File: config.mk
export PLATFORM = sky130hd
export DESIGN_NAME = ppo_port_ctl
export DESIGN_NICKNAME = d
export VERILOG_FILES = /design/src/rtl/ppo_pkg.sv /design/src/rtl/ppo_port_ctl.sv
export SDC_FILE = /design/constraint.sdc
export NUM_CORES = 1
export LEC_CHECK = 0
export CAP_MARGIN = 15
export CORE_ASPECT_RATIO = 1.5
export CORE_MARGIN = 4
export CORE_UTILIZATION = 25
export CTS_CLUSTER_DIAMETER = 40
export DETAILED_ROUTE_END_ITERATION = 16
export DONT_BUFFER_PORTS = 1
export GPL_TIMING_DRIVEN = 0
export HOLD_SLACK_MARGIN = 0.15
export PLACE_DENSITY = 0.45
export REMOVE_ABC_BUFFERS = 1
export SYNTH_ARGS = -nofsm -noshare
export SYNTH_HDL_FRONTEND = slang
export SYNTH_SLANG_ARGS = --single-unit
File: constraint.sdc
create_clock -name hclk -period 1.6 [get_ports hclk]
set_input_delay 0.08 -clock hclk [delete_from_list [all_inputs] [get_ports hclk]]
set_output_delay 0.08 -clock hclk [all_outputs]
set_load 0.1 [all_outputs]
File: src/rtl/ppo_pkg.sv
// Constants for the port power / overcurrent control block.
// Assumes a single 200 MHz core clock and an AHB-Lite register bus.
package ppo_pkg;
    localparam int unsigned PPO_NUM_PORTS = 2;
    localparam int unsigned PPO_NUM_SPLIT = 3;
    localparam int unsigned PPO_NUM_GPIO = 4;
    localparam int unsigned PPO_GPIO_BASE = 70;
    // Cycles a freshly enabled port ignores its sense pin
    localparam int unsigned PPO_SENSE_BLANK_CYCLES = 4;
    // Register byte offsets
    localparam logic [7:0] PPO_CTRL_OFS = 8'h00;
    localparam logic [7:0] PPO_STAT_OFS = 8'h04;
    localparam logic [7:0] PPO_IRQ_STAT_OFS = 8'h08;
    localparam logic [7:0] PPO_IRQ_MASK_OFS = 8'h0C;
    localparam logic [7:0] PPO_GPIO_OUT_OFS = 8'h10;
    localparam logic [7:0] PPO_GPIO_OE_OFS = 8'h14;
    localparam logic [7:0] PPO_GPIO_IN_OFS = 8'h18;
    // Control register fields
    localparam int unsigned PPO_CTRL_EN_POS = 0;
    localparam int unsigned PPO_CTRL_SPLIT_POS = 2;
    localparam int unsigned PPO_CTRL_SS_POS = 4;
    // Status register fields
    localparam int unsigned PPO_STAT_OC_POS = 0;
    localparam int unsigned PPO_STAT_SS_POS = 4;
    // Interrupt event bits: overcurrent per port
    localparam int unsigned PPO_IRQ_OC_POS = 0;
    localparam logic [31:0] PPO_CTRL_RST = 32'h0000_0000;
    localparam logic [31:0] PPO_MASK_RST = 32'h0000_0000;
    localparam logic [1:0] PPO_HTRANS_NONSEQ = 2'b10;
endpackage

File: src/rtl/ppo_port_ctl.sv
// Port power pins, split-port enables and general I/O behind AHB-Lite.
// Assumes the pad adds the pull-up when pull_up_enable is high.
// A newly enabled port ignores its sense pin for a short settle window.
//
// Chosen here: the register addresses and the AHB-Lite slave port.
`timescale 1ns/100ps
module ppo_port_ctl #(
    parameter int unsigned NUM_GPIO = ppo_pkg::PPO_NUM_GPIO
) (
    input wire logic hclk,
    input wire logic hresetn,
    input wire logic hsel,
    input wire logic [31:0] haddr,
    input wire logic [1:0] htrans,
    input wire logic hwrite,
    input wire logic [2:0] hsize,
    input wire logic [31:0] hwdata,
    input wire logic hready,
    output logic [31:0] hrdata,
    output logic hreadyout,
    output logic hresp,
    input wire logic port1_power_sense_in,
    output logic port1_power_sense_out,
    output logic port1_power_sense_oe,
    output logic port1_pull_up_enable,
    input wire logic port2_power_sense_in,
    output logic port2_power_sense_out,
    output logic port2_power_sense_oe,
    output logic port2_pull_up_enable,
    output logic port4_superspeed_enable,
    output logic port3_superspeed_enable,
    output logic port2_superspeed_enable,
    input wire logic [NUM_GPIO-1:0] general_io_group_in,
    output logic [NUM_GPIO-1:0] general_io_group_out,
    output logic [NUM_GPIO-1:0] general_io_group_oe,
    output logic irq
);
    // Control fields
    logic [1:0] port_enable;
    logic split_port_mode;
    logic [2:0] ss_request;
    logic [31:0] irq_stat;
    logic [31:0] irq_mask;
    logic [NUM_GPIO-1:0] gpio_out;
    logic [NUM_GPIO-1:0] gpio_oe;
    // Pin synchronisers
    logic [1:0] sense_meta;
    logic [1:0] sense_sync;
    logic [1:0] oc_prev;
    logic [NUM_GPIO-1:0] gpio_meta;
    logic [NUM_GPIO-1:0] gpio_sync;
    logic [1:0] overcurrent;
    logic [1:0] oc_rise;
    logic [2:0] ss_active;
    // Pull-up settle window after a port is enabled
    localparam int unsigned BLANK_W = $clog2(ppo_pkg::PPO_SENSE_BLANK_CYCLES + 1);
    logic [BLANK_W-1:0] blank_count [2];
    logic [1:0] sense_armed;
    // Bus address phase capture
    logic wr_pend;
    logic rd_pend;
    logic [7:0] addr_q;
    logic addr_valid;

    // One decode for every register write strobe
    function automatic logic write_hit(input logic pend, input logic [7:0] addr,
            input logic [7:0] ofs);
        return pend && addr == ofs;
    endfunction

    assign addr_valid = hsel && hready && htrans == ppo_pkg::PPO_HTRANS_NONSEQ;

    always_ff @(posedge hclk or negedge hresetn) begin
        if (!hresetn) begin
            wr_pend <= 1'b0;
            rd_pend <= 1'b0;
            addr_q <= 8'h00;
        end else if (hready) begin
            wr_pend <= addr_valid && hwrite;
            rd_pend <= addr_valid && !hwrite;
            addr_q <= haddr[7:0];
        end
    end

    assign hreadyout = 1'b1;
    assign hresp = 1'b0;

    // Two-stage sync; only the second stage feeds logic
    always_ff @(posedge hclk or negedge hresetn) begin
        if (!hresetn) begin
            sense_meta <= 2'b11;
            sense_sync <= 2'b11;
            gpio_meta <= '0;
            gpio_sync <= '0;
        end else begin
            sense_meta <= {port2_power_sense_in, port1_power_sense_in};
            sense_sync <= sense_meta;
            gpio_meta <= general_io_group_in;
            gpio_sync <= gpio_meta;
        end
    end

    // blank the sense for PPO_SENSE_BLANK_CYCLES cycles after enable
    always_ff @(posedge hclk or negedge hresetn) begin
        if (!hresetn) begin
            for (int p = 0; p < 2; p++) begin
                blank_count[p] <= '0;
            end
        end else begin
            for (int p = 0; p < 2; p++) begin
                if (!port_enable[p]) begin
                    blank_count[p] <= '0;
                end else if (!sense_armed[p]) begin
                    blank_count[p] <= BLANK_W'(blank_count[p] + 1'b1);
                end
            end
        end
    end

    // Driven-low pin plus sync delay would otherwise read as a false event on enable
    always_comb begin
        for (int p = 0; p < 2; p++) begin
            sense_armed[p] = blank_count[p] == BLANK_W'(ppo_pkg::PPO_SENSE_BLANK_CYCLES);
        end
    end

    // disabled port ignores its driven-low pin
    assign overcurrent = ~sense_sync & port_enable & sense_armed;

    always_ff @(posedge hclk or negedge hresetn) begin
        if (!hresetn) begin
            oc_prev <= 2'b00;
        end else begin
            oc_prev <= overcurrent;
        end
    end

    assign oc_rise = overcurrent & ~oc_prev;

    // Control register writes
    always_ff @(posedge hclk or negedge hresetn) begin
        if (!hresetn) begin
            port_enable <= ppo_pkg::PPO_CTRL_RST[ppo_pkg::PPO_CTRL_EN_POS +: 2];
            split_port_mode <= ppo_pkg::PPO_CTRL_RST[ppo_pkg::PPO_CTRL_SPLIT_POS];
            ss_request <= ppo_pkg::PPO_CTRL_RST[ppo_pkg::PPO_CTRL_SS_POS +: 3];
        end else if (write_hit(wr_pend, addr_q, ppo_pkg::PPO_CTRL_OFS)) begin
            port_enable <= hwdata[ppo_pkg::PPO_CTRL_EN_POS +: 2];
            split_port_mode <= hwdata[ppo_pkg::PPO_CTRL_SPLIT_POS];
            ss_request <= hwdata[ppo_pkg::PPO_CTRL_SS_POS +: 3];
        end
    end

    // Sticky events: set wins over write-one-to-clear
    always_ff @(posedge hclk or negedge hresetn) begin
        if (!hresetn) begin
            irq_stat <= 32'h0000_0000;
        end else begin
            logic [31:0] clr;
            logic [31:0] set;
            clr = write_hit(wr_pend, addr_q, ppo_pkg::PPO_IRQ_STAT_OFS) ? hwdata : 32'h0000_0000;
            set = 32'h0000_0000;
            set[ppo_pkg::PPO_IRQ_OC_POS +: 2] = oc_rise;
            irq_stat <= (irq_stat & ~clr) | set;
        end
    end

    always_ff @(posedge hclk or negedge hresetn) begin
        if (!hresetn) begin
            irq_mask <= ppo_pkg::PPO_MASK_RST;
        end else if (write_hit(wr_pend, addr_q, ppo_pkg::PPO_IRQ_MASK_OFS)) begin
            irq_mask <= hwdata;
        end
    end

    always_ff @(posedge hclk or negedge hresetn) begin
        if (!hresetn) begin
            gpio_out <= '0;
            gpio_oe <= '0;
        end else if (write_hit(wr_pend, addr_q, ppo_pkg::PPO_GPIO_OUT_OFS)) begin
            gpio_out <= hwdata[NUM_GPIO-1:0];
        end else if (write_hit(wr_pend, addr_q, ppo_pkg::PPO_GPIO_OE_OFS)) begin
            gpio_oe <= hwdata[NUM_GPIO-1:0];
        end
    end

    assign general_io_group_out = gpio_out;
    assign general_io_group_oe = gpio_oe;

    always_ff @(posedge hclk or negedge hresetn) begin
        if (!hresetn) begin
            irq <= 1'b0;
        end else begin
            irq <= |(irq_stat & irq_mask);
        end
    end

    // enabled pin is input with pull-up
    // port 1 pin always covers both halves
    // split off leaves the pin over both halves
    // split on narrows pin to the USB2 half
    always_ff @(posedge hclk or negedge hresetn) begin
        if (!hresetn) begin
            port1_power_sense_out <= 1'b0;
            port1_power_sense_oe <= 1'b1;
            port1_pull_up_enable <= 1'b0;
            port2_power_sense_out <= 1'b0;
            port2_power_sense_oe <= 1'b1;
            port2_pull_up_enable <= 1'b0;
        end else begin
            port1_power_sense_out <= 1'b0;
            port1_power_sense_oe <= !port_enable[0];
            port1_pull_up_enable <= port_enable[0];
            port2_power_sense_out <= 1'b0;
            port2_power_sense_oe <= !port_enable[1];
            port2_pull_up_enable <= port_enable[1];
        end
    end

    // low unless split on and requested
    always_comb begin
        ss_active = 3'b000;
        if (split_port_mode) begin
            ss_active = ss_request;
            // Ports 3 and 4 are gated by their own enables outside this block
            ss_active[0] = ss_request[0] && port_enable[1];
        end
    end

    always_ff @(posedge hclk or negedge hresetn) begin
        if (!hresetn) begin
            port2_superspeed_enable <= 1'b0;
            port3_superspeed_enable <= 1'b0;
            port4_superspeed_enable <= 1'b0;
        end else begin
            port2_superspeed_enable <= ss_active[0];
            port3_superspeed_enable <= ss_active[1];
            port4_superspeed_enable <= ss_active[2];
        end
    end

    // Read data decoded combinationally in the data phase from the registered address
    always_comb begin
        hrdata = 32'h0000_0000;
        if (rd_pend) begin
            case (addr_q)
                ppo_pkg::PPO_CTRL_OFS: begin
                    hrdata[ppo_pkg::PPO_CTRL_EN_POS +: 2] = port_enable;
                    hrdata[ppo_pkg::PPO_CTRL_SPLIT_POS] = split_port_mode;
                    hrdata[ppo_pkg::PPO_CTRL_SS_POS +: 3] = ss_request;
                end
                ppo_pkg::PPO_STAT_OFS: begin
                    hrdata[ppo_pkg::PPO_STAT_OC_POS +: 2] = overcurrent;
                    hrdata[ppo_pkg::PPO_STAT_SS_POS +: 3] = ss_active;
                end
                ppo_pkg::PPO_IRQ_STAT_OFS: hrdata = irq_stat;
                ppo_pkg::PPO_IRQ_MASK_OFS: hrdata = irq_mask;
                ppo_pkg::PPO_GPIO_OUT_OFS: hrdata[NUM_GPIO-1:0] = gpio_out;
                ppo_pkg::PPO_GPIO_OE_OFS: hrdata[NUM_GPIO-1:0] = gpio_oe;
                ppo_pkg::PPO_GPIO_IN_OFS: hrdata[NUM_GPIO-1:0] = gpio_sync;
                default: hrdata = 32'h0000_0000;
            endcase
        end
    end

    // Assertions
    drive_low_off_a: assert property (@(posedge hclk) disable iff (!hresetn)
        !port_enable[0] |=> port1_power_sense_oe && !port1_power_sense_out)
        else $error("Disabled port 1 pin not driven low");
    pullup_on_a: assert property (@(posedge hclk) disable iff (!hresetn)
        port_enable[1] |=> port2_pull_up_enable && !port2_power_sense_oe)
        else $error("Enabled port 2 pin not a pulled-up input");
    oc_detect_a: assert property (@(posedge hclk) disable iff (!hresetn)
        overcurrent[0] && !oc_prev[0] |=> irq_stat[ppo_pkg::PPO_IRQ_OC_POS])
        else $error("Overcurrent event not latched");
    float_ignore_a: assert property (@(posedge hclk) disable iff (!hresetn)
        !port_enable[1] && !irq_stat[ppo_pkg::PPO_IRQ_OC_POS + 1]
            |=> !irq_stat[ppo_pkg::PPO_IRQ_OC_POS + 1])
        else $error("Disabled port reported overcurrent");
    ss_split_off_a: assert property (@(posedge hclk) disable iff (!hresetn)
        !split_port_mode ##1 !split_port_mode |-> !port4_superspeed_enable)
        else $error("Superspeed enable high with split off");
    ss_follow_a: assert property (@(posedge hclk) disable iff (!hresetn)
        split_port_mode && ss_request[1] |=> port3_superspeed_enable)
        else $error("Port 3 superspeed enable not driven");
    ss_idle_low_a: assert property (@(posedge hclk) disable iff (!hresetn)
        !$past(split_port_mode) |-> !port2_superspeed_enable)
        else $error("Port 2 superspeed enable not held low");
    port1_both_a: assert property (@(posedge hclk) disable iff (!hresetn)
        split_port_mode && port_enable[0] |=> port1_pull_up_enable)
        else $error("Port 1 pin follows split mode");
    irq_level_a: assert property (@(posedge hclk) disable iff (!hresetn)
        |(irq_stat & irq_mask) |=> irq)
        else $error("Interrupt not raised");
    drive_low_p2_a: assert property (@(posedge hclk) disable iff (!hresetn)
        !port_enable[1] |=> port2_power_sense_oe && !port2_power_sense_out)
        else $error("Disabled port 2 pin not driven low");
    pullup_p1_a: assert property (@(posedge hclk) disable iff (!hresetn)
        port_enable[0] |=> port1_pull_up_enable && !port1_power_sense_oe)
        else $error("Enabled port 1 pin not a pulled-up input");
    oc_detect_p2_a: assert property (@(posedge hclk) disable iff (!hresetn)
        overcurrent[1] && !oc_prev[1] |=> irq_stat[ppo_pkg::PPO_IRQ_OC_POS + 1])
        else $error("Port 2 overcurrent event not latched");
    oc_blank_a: assert property (@(posedge hclk) disable iff (!hresetn)
        $rose(port_enable[0]) |-> (!overcurrent[0]) [*3])
        else $error("Overcurrent flagged before the pin settled");
    port1_split_off_a: assert property (@(posedge hclk) disable iff (!hresetn)
        !split_port_mode && port_enable[0] |=> port1_pull_up_enable)
        else $error("Port 1 pin dropped with split off");
    split_off_p2_a: assert property (@(posedge hclk) disable iff (!hresetn)
        !split_port_mode && port_enable[1] |=> port2_pull_up_enable)
        else $error("Port 2 pin dropped with split off");
    split_on_p2_a: assert property (@(posedge hclk) disable iff (!hresetn)
        split_port_mode && port_enable[1] |=> port2_pull_up_enable && !port2_power_sense_oe)
        else $error("Port 2 pin not kept for the USB2 half");
    ss3_split_off_a: assert property (@(posedge hclk) disable iff (!hresetn)
        !split_port_mode |=> !port3_superspeed_enable)
        else $error("Port 3 superspeed enable high with split off");
    ss_port_off_a: assert property (@(posedge hclk) disable iff (!hresetn)
        !port_enable[1] |=> !port2_superspeed_enable)
        else $error("Port 2 superspeed enable high while port off");
    irq_clear_a: assert property (@(posedge hclk) disable iff (!hresetn)
        !(|(irq_stat & irq_mask)) |=> !irq)
        else $error("Interrupt held without a pending event");
    cov_oc: cover property (@(posedge hclk) disable iff (!hresetn) oc_rise[1]);
    cov_split: cover property (@(posedge hclk) disable iff (!hresetn)
        split_port_mode && port4_superspeed_enable);
    cov_irq: cover property (@(posedge hclk) disable iff (!hresetn) irq);
    cov_ss_gated: cover property (@(posedge hclk) disable iff (!hresetn)
        split_port_mode && ss_request[0] && !port_enable[1]);
    cov_w1c: cover property (@(posedge hclk) disable iff (!hresetn)
        write_hit(wr_pend, addr_q, ppo_pkg::PPO_IRQ_STAT_OFS) && |irq_stat);
endmodule

-- Word level (Yosys, flattened, before mapping)
Index checks and enable logic that the tools add are counted.
- register bits: 116
- bits of input ports: 80
- output and inout port bits: 52
- word-level logic and storage cells: 76
- $add $sub $neg: 2
- equal/unequal tests: 11
- mux-type cells: 12
- bitwise operators: 10
- reduce and logical (&&, ||, !) cells: 16
- operator list (cell ; number):
    32-bit AND ; 2
    32-bit 2-to-1 mux ; 2
    25-bit case mux with 2 select lines ; 1
    32-bit NOT ; 1
    32-bit by 2-bit OR with 32-bit output ; 1
    32-bit OR reduction ; 1
    8-bit by 5-bit equality test with 1-bit output (second input constant) ; 3
    8-bit by 4-bit equality test with 1-bit output (second input constant) ; 2
    3-bit 2-to-1 mux ; 5
    2-bit case mux with 7 select lines ; 1
    3-bit case mux with 4 select lines ; 1
    1-bit logical AND ; 10
    8-bit by 3-bit equality test with 1-bit output (second input constant) ; 1
    8-bit logical NOT ; 1
    3-bit by 1-bit adder with 3-bit output (second input constant) ; 2
    2-bit AND ; 3
    3-bit equality test (second input constant) ; 2
    1-bit case mux with 6 select lines ; 1
    1-bit case mux with 5 select lines ; 1
    2-bit != test (second input constant) ; 2
    2-bit NOT ; 2
    1-bit logical NOT ; 3
    2-bit equality test (second input constant) ; 1
    2-bit AND reduction ; 1
    1-bit NOT ; 1

-- Logic depth before layout (Yosys ltp)
- word-level depth: 6
- mapped depth: 6
- mapped depth without buffers: 6

-- Worst setup path after synthesis
No wires, ideal clock.
- path kind: register -> output
- start point: register addr_q[5]
- end point: output port hrdata[6]
- arrival time: 3.519 ns
- data required time: 1.520 ns
- setup slack: -1.999 ns
- stages on the path, launching flop included: 6
- buffers on the path: 1
- path through: dfrtp_1 or3_1 buf_6 nor4_4 a221oi_1 nor3_1
- longest elaborated chain between the ends: 3
- elaborated cells between the ends (all ways): 6
- classes of those cells: eq/ne: 3; mux: 2; reduce/logical: 1
- RTL lines (element ; line ; source):
    from (decl) ; ppo_port_ctl.sv:62 ; logic [7:0] addr_q;
    from (signal assigned) ; ppo_port_ctl.sv:81 ; addr_q <= haddr[7:0];
    8-bit by 4-bit equality test with 1-bit output (tied with other cells) ; ppo_port_ctl.sv:245 ; case (addr_q)
    3-bit case mux with 4 select lines * ; ppo_port_ctl.sv:245 ;
    32-bit 2-to-1 mux * ; ppo_port_ctl.sv:244 ; if (rd_pend) begin
    to (decl) ; ppo_port_ctl.sv:19 ; output logic [31:0] hrdata,
Every way passes the cells marked *; elsewhere a longest branch is shown, timed or not.

-- Worst setup path after layout
- start point: register addr_q[3]
- end point: output port hrdata[4]
The elaborated chain is that of the path after synthesis.

==> flow_summary.toml <==
[placement]
pre_cts_ws_ns = -1.949
io_buffers = 0
place_congestion = 0.7888
hpwl_um = 10040

[outcome]
status = "complete, but fails checks"
violations = "hold timing, setup timing"

[sta]
finalMaxSlewViolations = 0
hold_violations = 116
period_minus_slack_ns = 2.914
fin_ws_ns = -1.314
skew_ns = 0.01145
rsz0062_at_grt = "true"
tns_ns = -63.47
fin_crit_sh_pct = 182.1
fmax_mhz = 343.2
tightest_slew_ns = 1.201
fin_hold_ws_ns = -0.6474
slew_headroom_pct = 20.27
finalSetupViolations = 110

[yosys]
synth_edf_count = 0
netlist_area_mm2 = 0.005248
synthCells = 416
yosysUniqueCellTypes = 56
ys_seq_area_share_pct = 55.46
ys.flop_type = "dfrtp_1"
avgSynthCellArea_um2 = 12.61
yosysWarnings = 0
async_flop_share_pct = 100.0
ys_ff_latch = 116

[clocking]
clk_pin_slew_ns = 0.06
root_buffer = "clkbuf_16"
htree_levels = 4
clock_path_buffers = 2
cts_num_sinks = 116
cts_tree = "yes"
clk_latency_ns = 0.42
tritoncts.num_buffers = 17

[cells_and_area]
syn_to_final_growth_pct = 53.36
final_layout_size_suffix_gt1_share_pct = 48.45
final_nets = 620
antennaDiodeCount = 0
utilization_pct = 39.26
n_fill_cell = 1964

[worst_setup_path]
critPathMaxFanout = 5
slowest_delay_ns = 0.94
path_class = "register to primary output"
cp.required_ns = 1.52
startpoint_type = "register"
worstPathArrival_ns = 2.83
crit_buf_inv = 2
cp.depth = 6
r2r_cells = 9
endpoint_kind = "primary output"
crit_chain = "or3b_4 -> nor4_4 -> buf_6 -> buf_12 -> nand2_4 -> a311oi_4"
cp-startpoint = "addr_q[3]"
r2r-start = "addr_q[3]"
crit_slowest_cell = "a311oi_4"
critPathTopFamily = "compound AO/OA/AOI/OAI gates"

[grt]
antenna_found_initial = 0
grt_overflow_total = 0
grt_pass1_vias = 4377
grt_pass1_wl_um = 25180
grt.total_usage_pct = 14.16
grt_start_max_net_pins = 117

[job]
cap_violations = 0

[floorplanning]
core.rowCount = 64
fp.dieW_um = 126.3
num_io_pins = 132
start_util_pct = 25.60
die-area_mm2 = 0.02342
die_y_um = 185.4
core-area_mm2 = 0.02050

[power]
leakage_nw = 3.290
p_sw_w = 0.002198
p_per_area_mw_per_mm2 = 1079
pwr-share-clk_pct = 49.6
seqPwrFrac_pct = 40.2
power.internal_w = 0.006482
ir_drop_mv = 0.7290
power_frac_comb_pct = 10.2
finalPower_w = 0.008679
p_sw_share_pct = 25.32

[detailed_routing]
ant_nets = 0
vias = 3886
drt_iter0_drc = 255
routed_via_density = 4.780
drt-wirelength-per-cell_um = 19.86
wl_um = 16140
drc = 0
first_pass_iters = 4

[worst_hold_path]
hold_class = "input port to async pin"
[cell type report]
| cell class | count | area, um^2 | share of cell area [%] |
|---|---|---|---|
| clock buffer | 18 | 429.2 | 5.333 |
| clock inverter | 14 | 234.0 | 2.907 |
| inverter | 13 | 53.80 | 0.6685 |
| multi-input combinational | 267 | 2746 | 34.13 |
| sequential | 116 | 2927 | 36.37 |
| tap | 264 | 330.3 | 4.104 |
| timing repair buffer | 121 | 1328 | 16.50 |
[cells in the mapped netlist (4+ instances only)]
cell type | n | area share (%)
dfstp_2 | 6 | 3.0
a21oi_1 | 4 | 0.38
nand4_1 | 10 | 1.2
clkbuf_1 | 8 | 0.57
a21boi_0 | 24 | 3.4
buf_4 | 4 | 0.57
a21boi_1 | 6 | 0.86
a22oi_1 | 43 | 6.2
o21ai_0 | 7 | 0.67
ha_1 | 4 | 0.95
mux2_4 | 30 | 8.6
dfrtp_1 | 110 | 52
inv_1 | 12 | 0.86
nor2_1 | 31 | 2.2
nand3_1 | 6 | 0.57
mux2_2 | 26 | 5.6
buf_6 | 6 | 1.3
nand2_1 | 18 | 1.3
[worst paths after layout]
check / endpoint / slack [ns]
hold / removal: blank_count[3] / -0.65
max in group asynchronous: port2_power_sense_oe / 1.98
min in group hclk: sense_meta[0] / 0.20
hold reg to reg: gpio_sync[0] / 0.35
setup reg to reg: port_enable[1] / -0.49
setup / recovery: hrdata[4] / -1.31
[power by group through the flow]
stage                     Combinational, W  Sequential (W)  Clock [W]
after floorplan                   0.000364         0.00348          0
after detailed placement          0.000449         0.00356          0
after CTS                         0.000755         0.00348    0.00441
after global routing              0.000959         0.00351    0.00455
after global placement            0.000417         0.00355          0
final                             0.000887         0.00349    0.00431
[cells by family (layout without fill, tap and decap cells)]
logic type      Yosys count  in the layout  share of synthesized area [%]
flops                   116            116                          55.46
simple gates             97             98                          10.63
mux                      58             58                          14.54
fa+ha+maj                 4              4                         0.9538
compound gates          101            101                          14.16
other cells               2              4                         0.1431
xor+xnor                  2              2                         0.3339
buf+inv                  36            166                          3.767
[stage by stage]
step | hold WS (ns) | area [um^2] | cells
after floorplan | -0.2156 | 5106 | 395
after global placement | -0.2119 | 5436 | 659
after detailed placement | -0.2121 | 5687 | 667
after CTS | -0.6725 | 7697 | 795
after global routing | -0.6780 | 8048 | 813
final | -0.6474 | 8048 | 813
[routing by layer]
layer,global-route usage (%),part of all wire (%),wire length [um],vias to the layer above
li1,-,-,-,1769
met1,16.84,40,6532,1971
met2,23.85,52,8358,122
met3,4.126,5.8,936,24
met4,6.140,2.0,316,0
met5,0,0,0,-
[layout by cell type (no fill, tap or decap), drive strengths merged, types with 5 or more instances in the layout]
cell type | synthesis | final
clkinvlp | 0 | 5
buf | 15 | 69
mux2 | 56 | 56
clkbuf | 8 | 20
nor2 | 32 | 32
o21ai | 7 | 7
dlygate4sd3 | 0 | 50
dfstp | 6 | 6
nand4 | 11 | 12
clkinv | 1 | 5
a22oi | 43 | 43
dfrtp | 110 | 110
nand3 | 6 | 6
inv | 12 | 11
a21boi | 30 | 30
bufinv | 0 | 6
nand2 | 18 | 18
[what timing repair did]
action | 4_1_cts | 5_1_grt
hold endpoints to repair | 210 | 117
resized for setup | 92 | 61
pin swaps | 25 | 41
gates cloned | 2 | 0
hold buffers | 50 | 1
buffers inserted | 44 | 20
endpoints found under the setup margin | 111 | 111
[registers in the layout (all words and copies together), names as in the netlist, 4 cells and up]
name,cells
blank_count,6
general_io_group_oe,4
irq_stat,32
irq_mask,32
gpio_sync,4
general_io_group_out,4
addr_q,8
gpio_meta,4
Power figures use the tool's default switching activity.
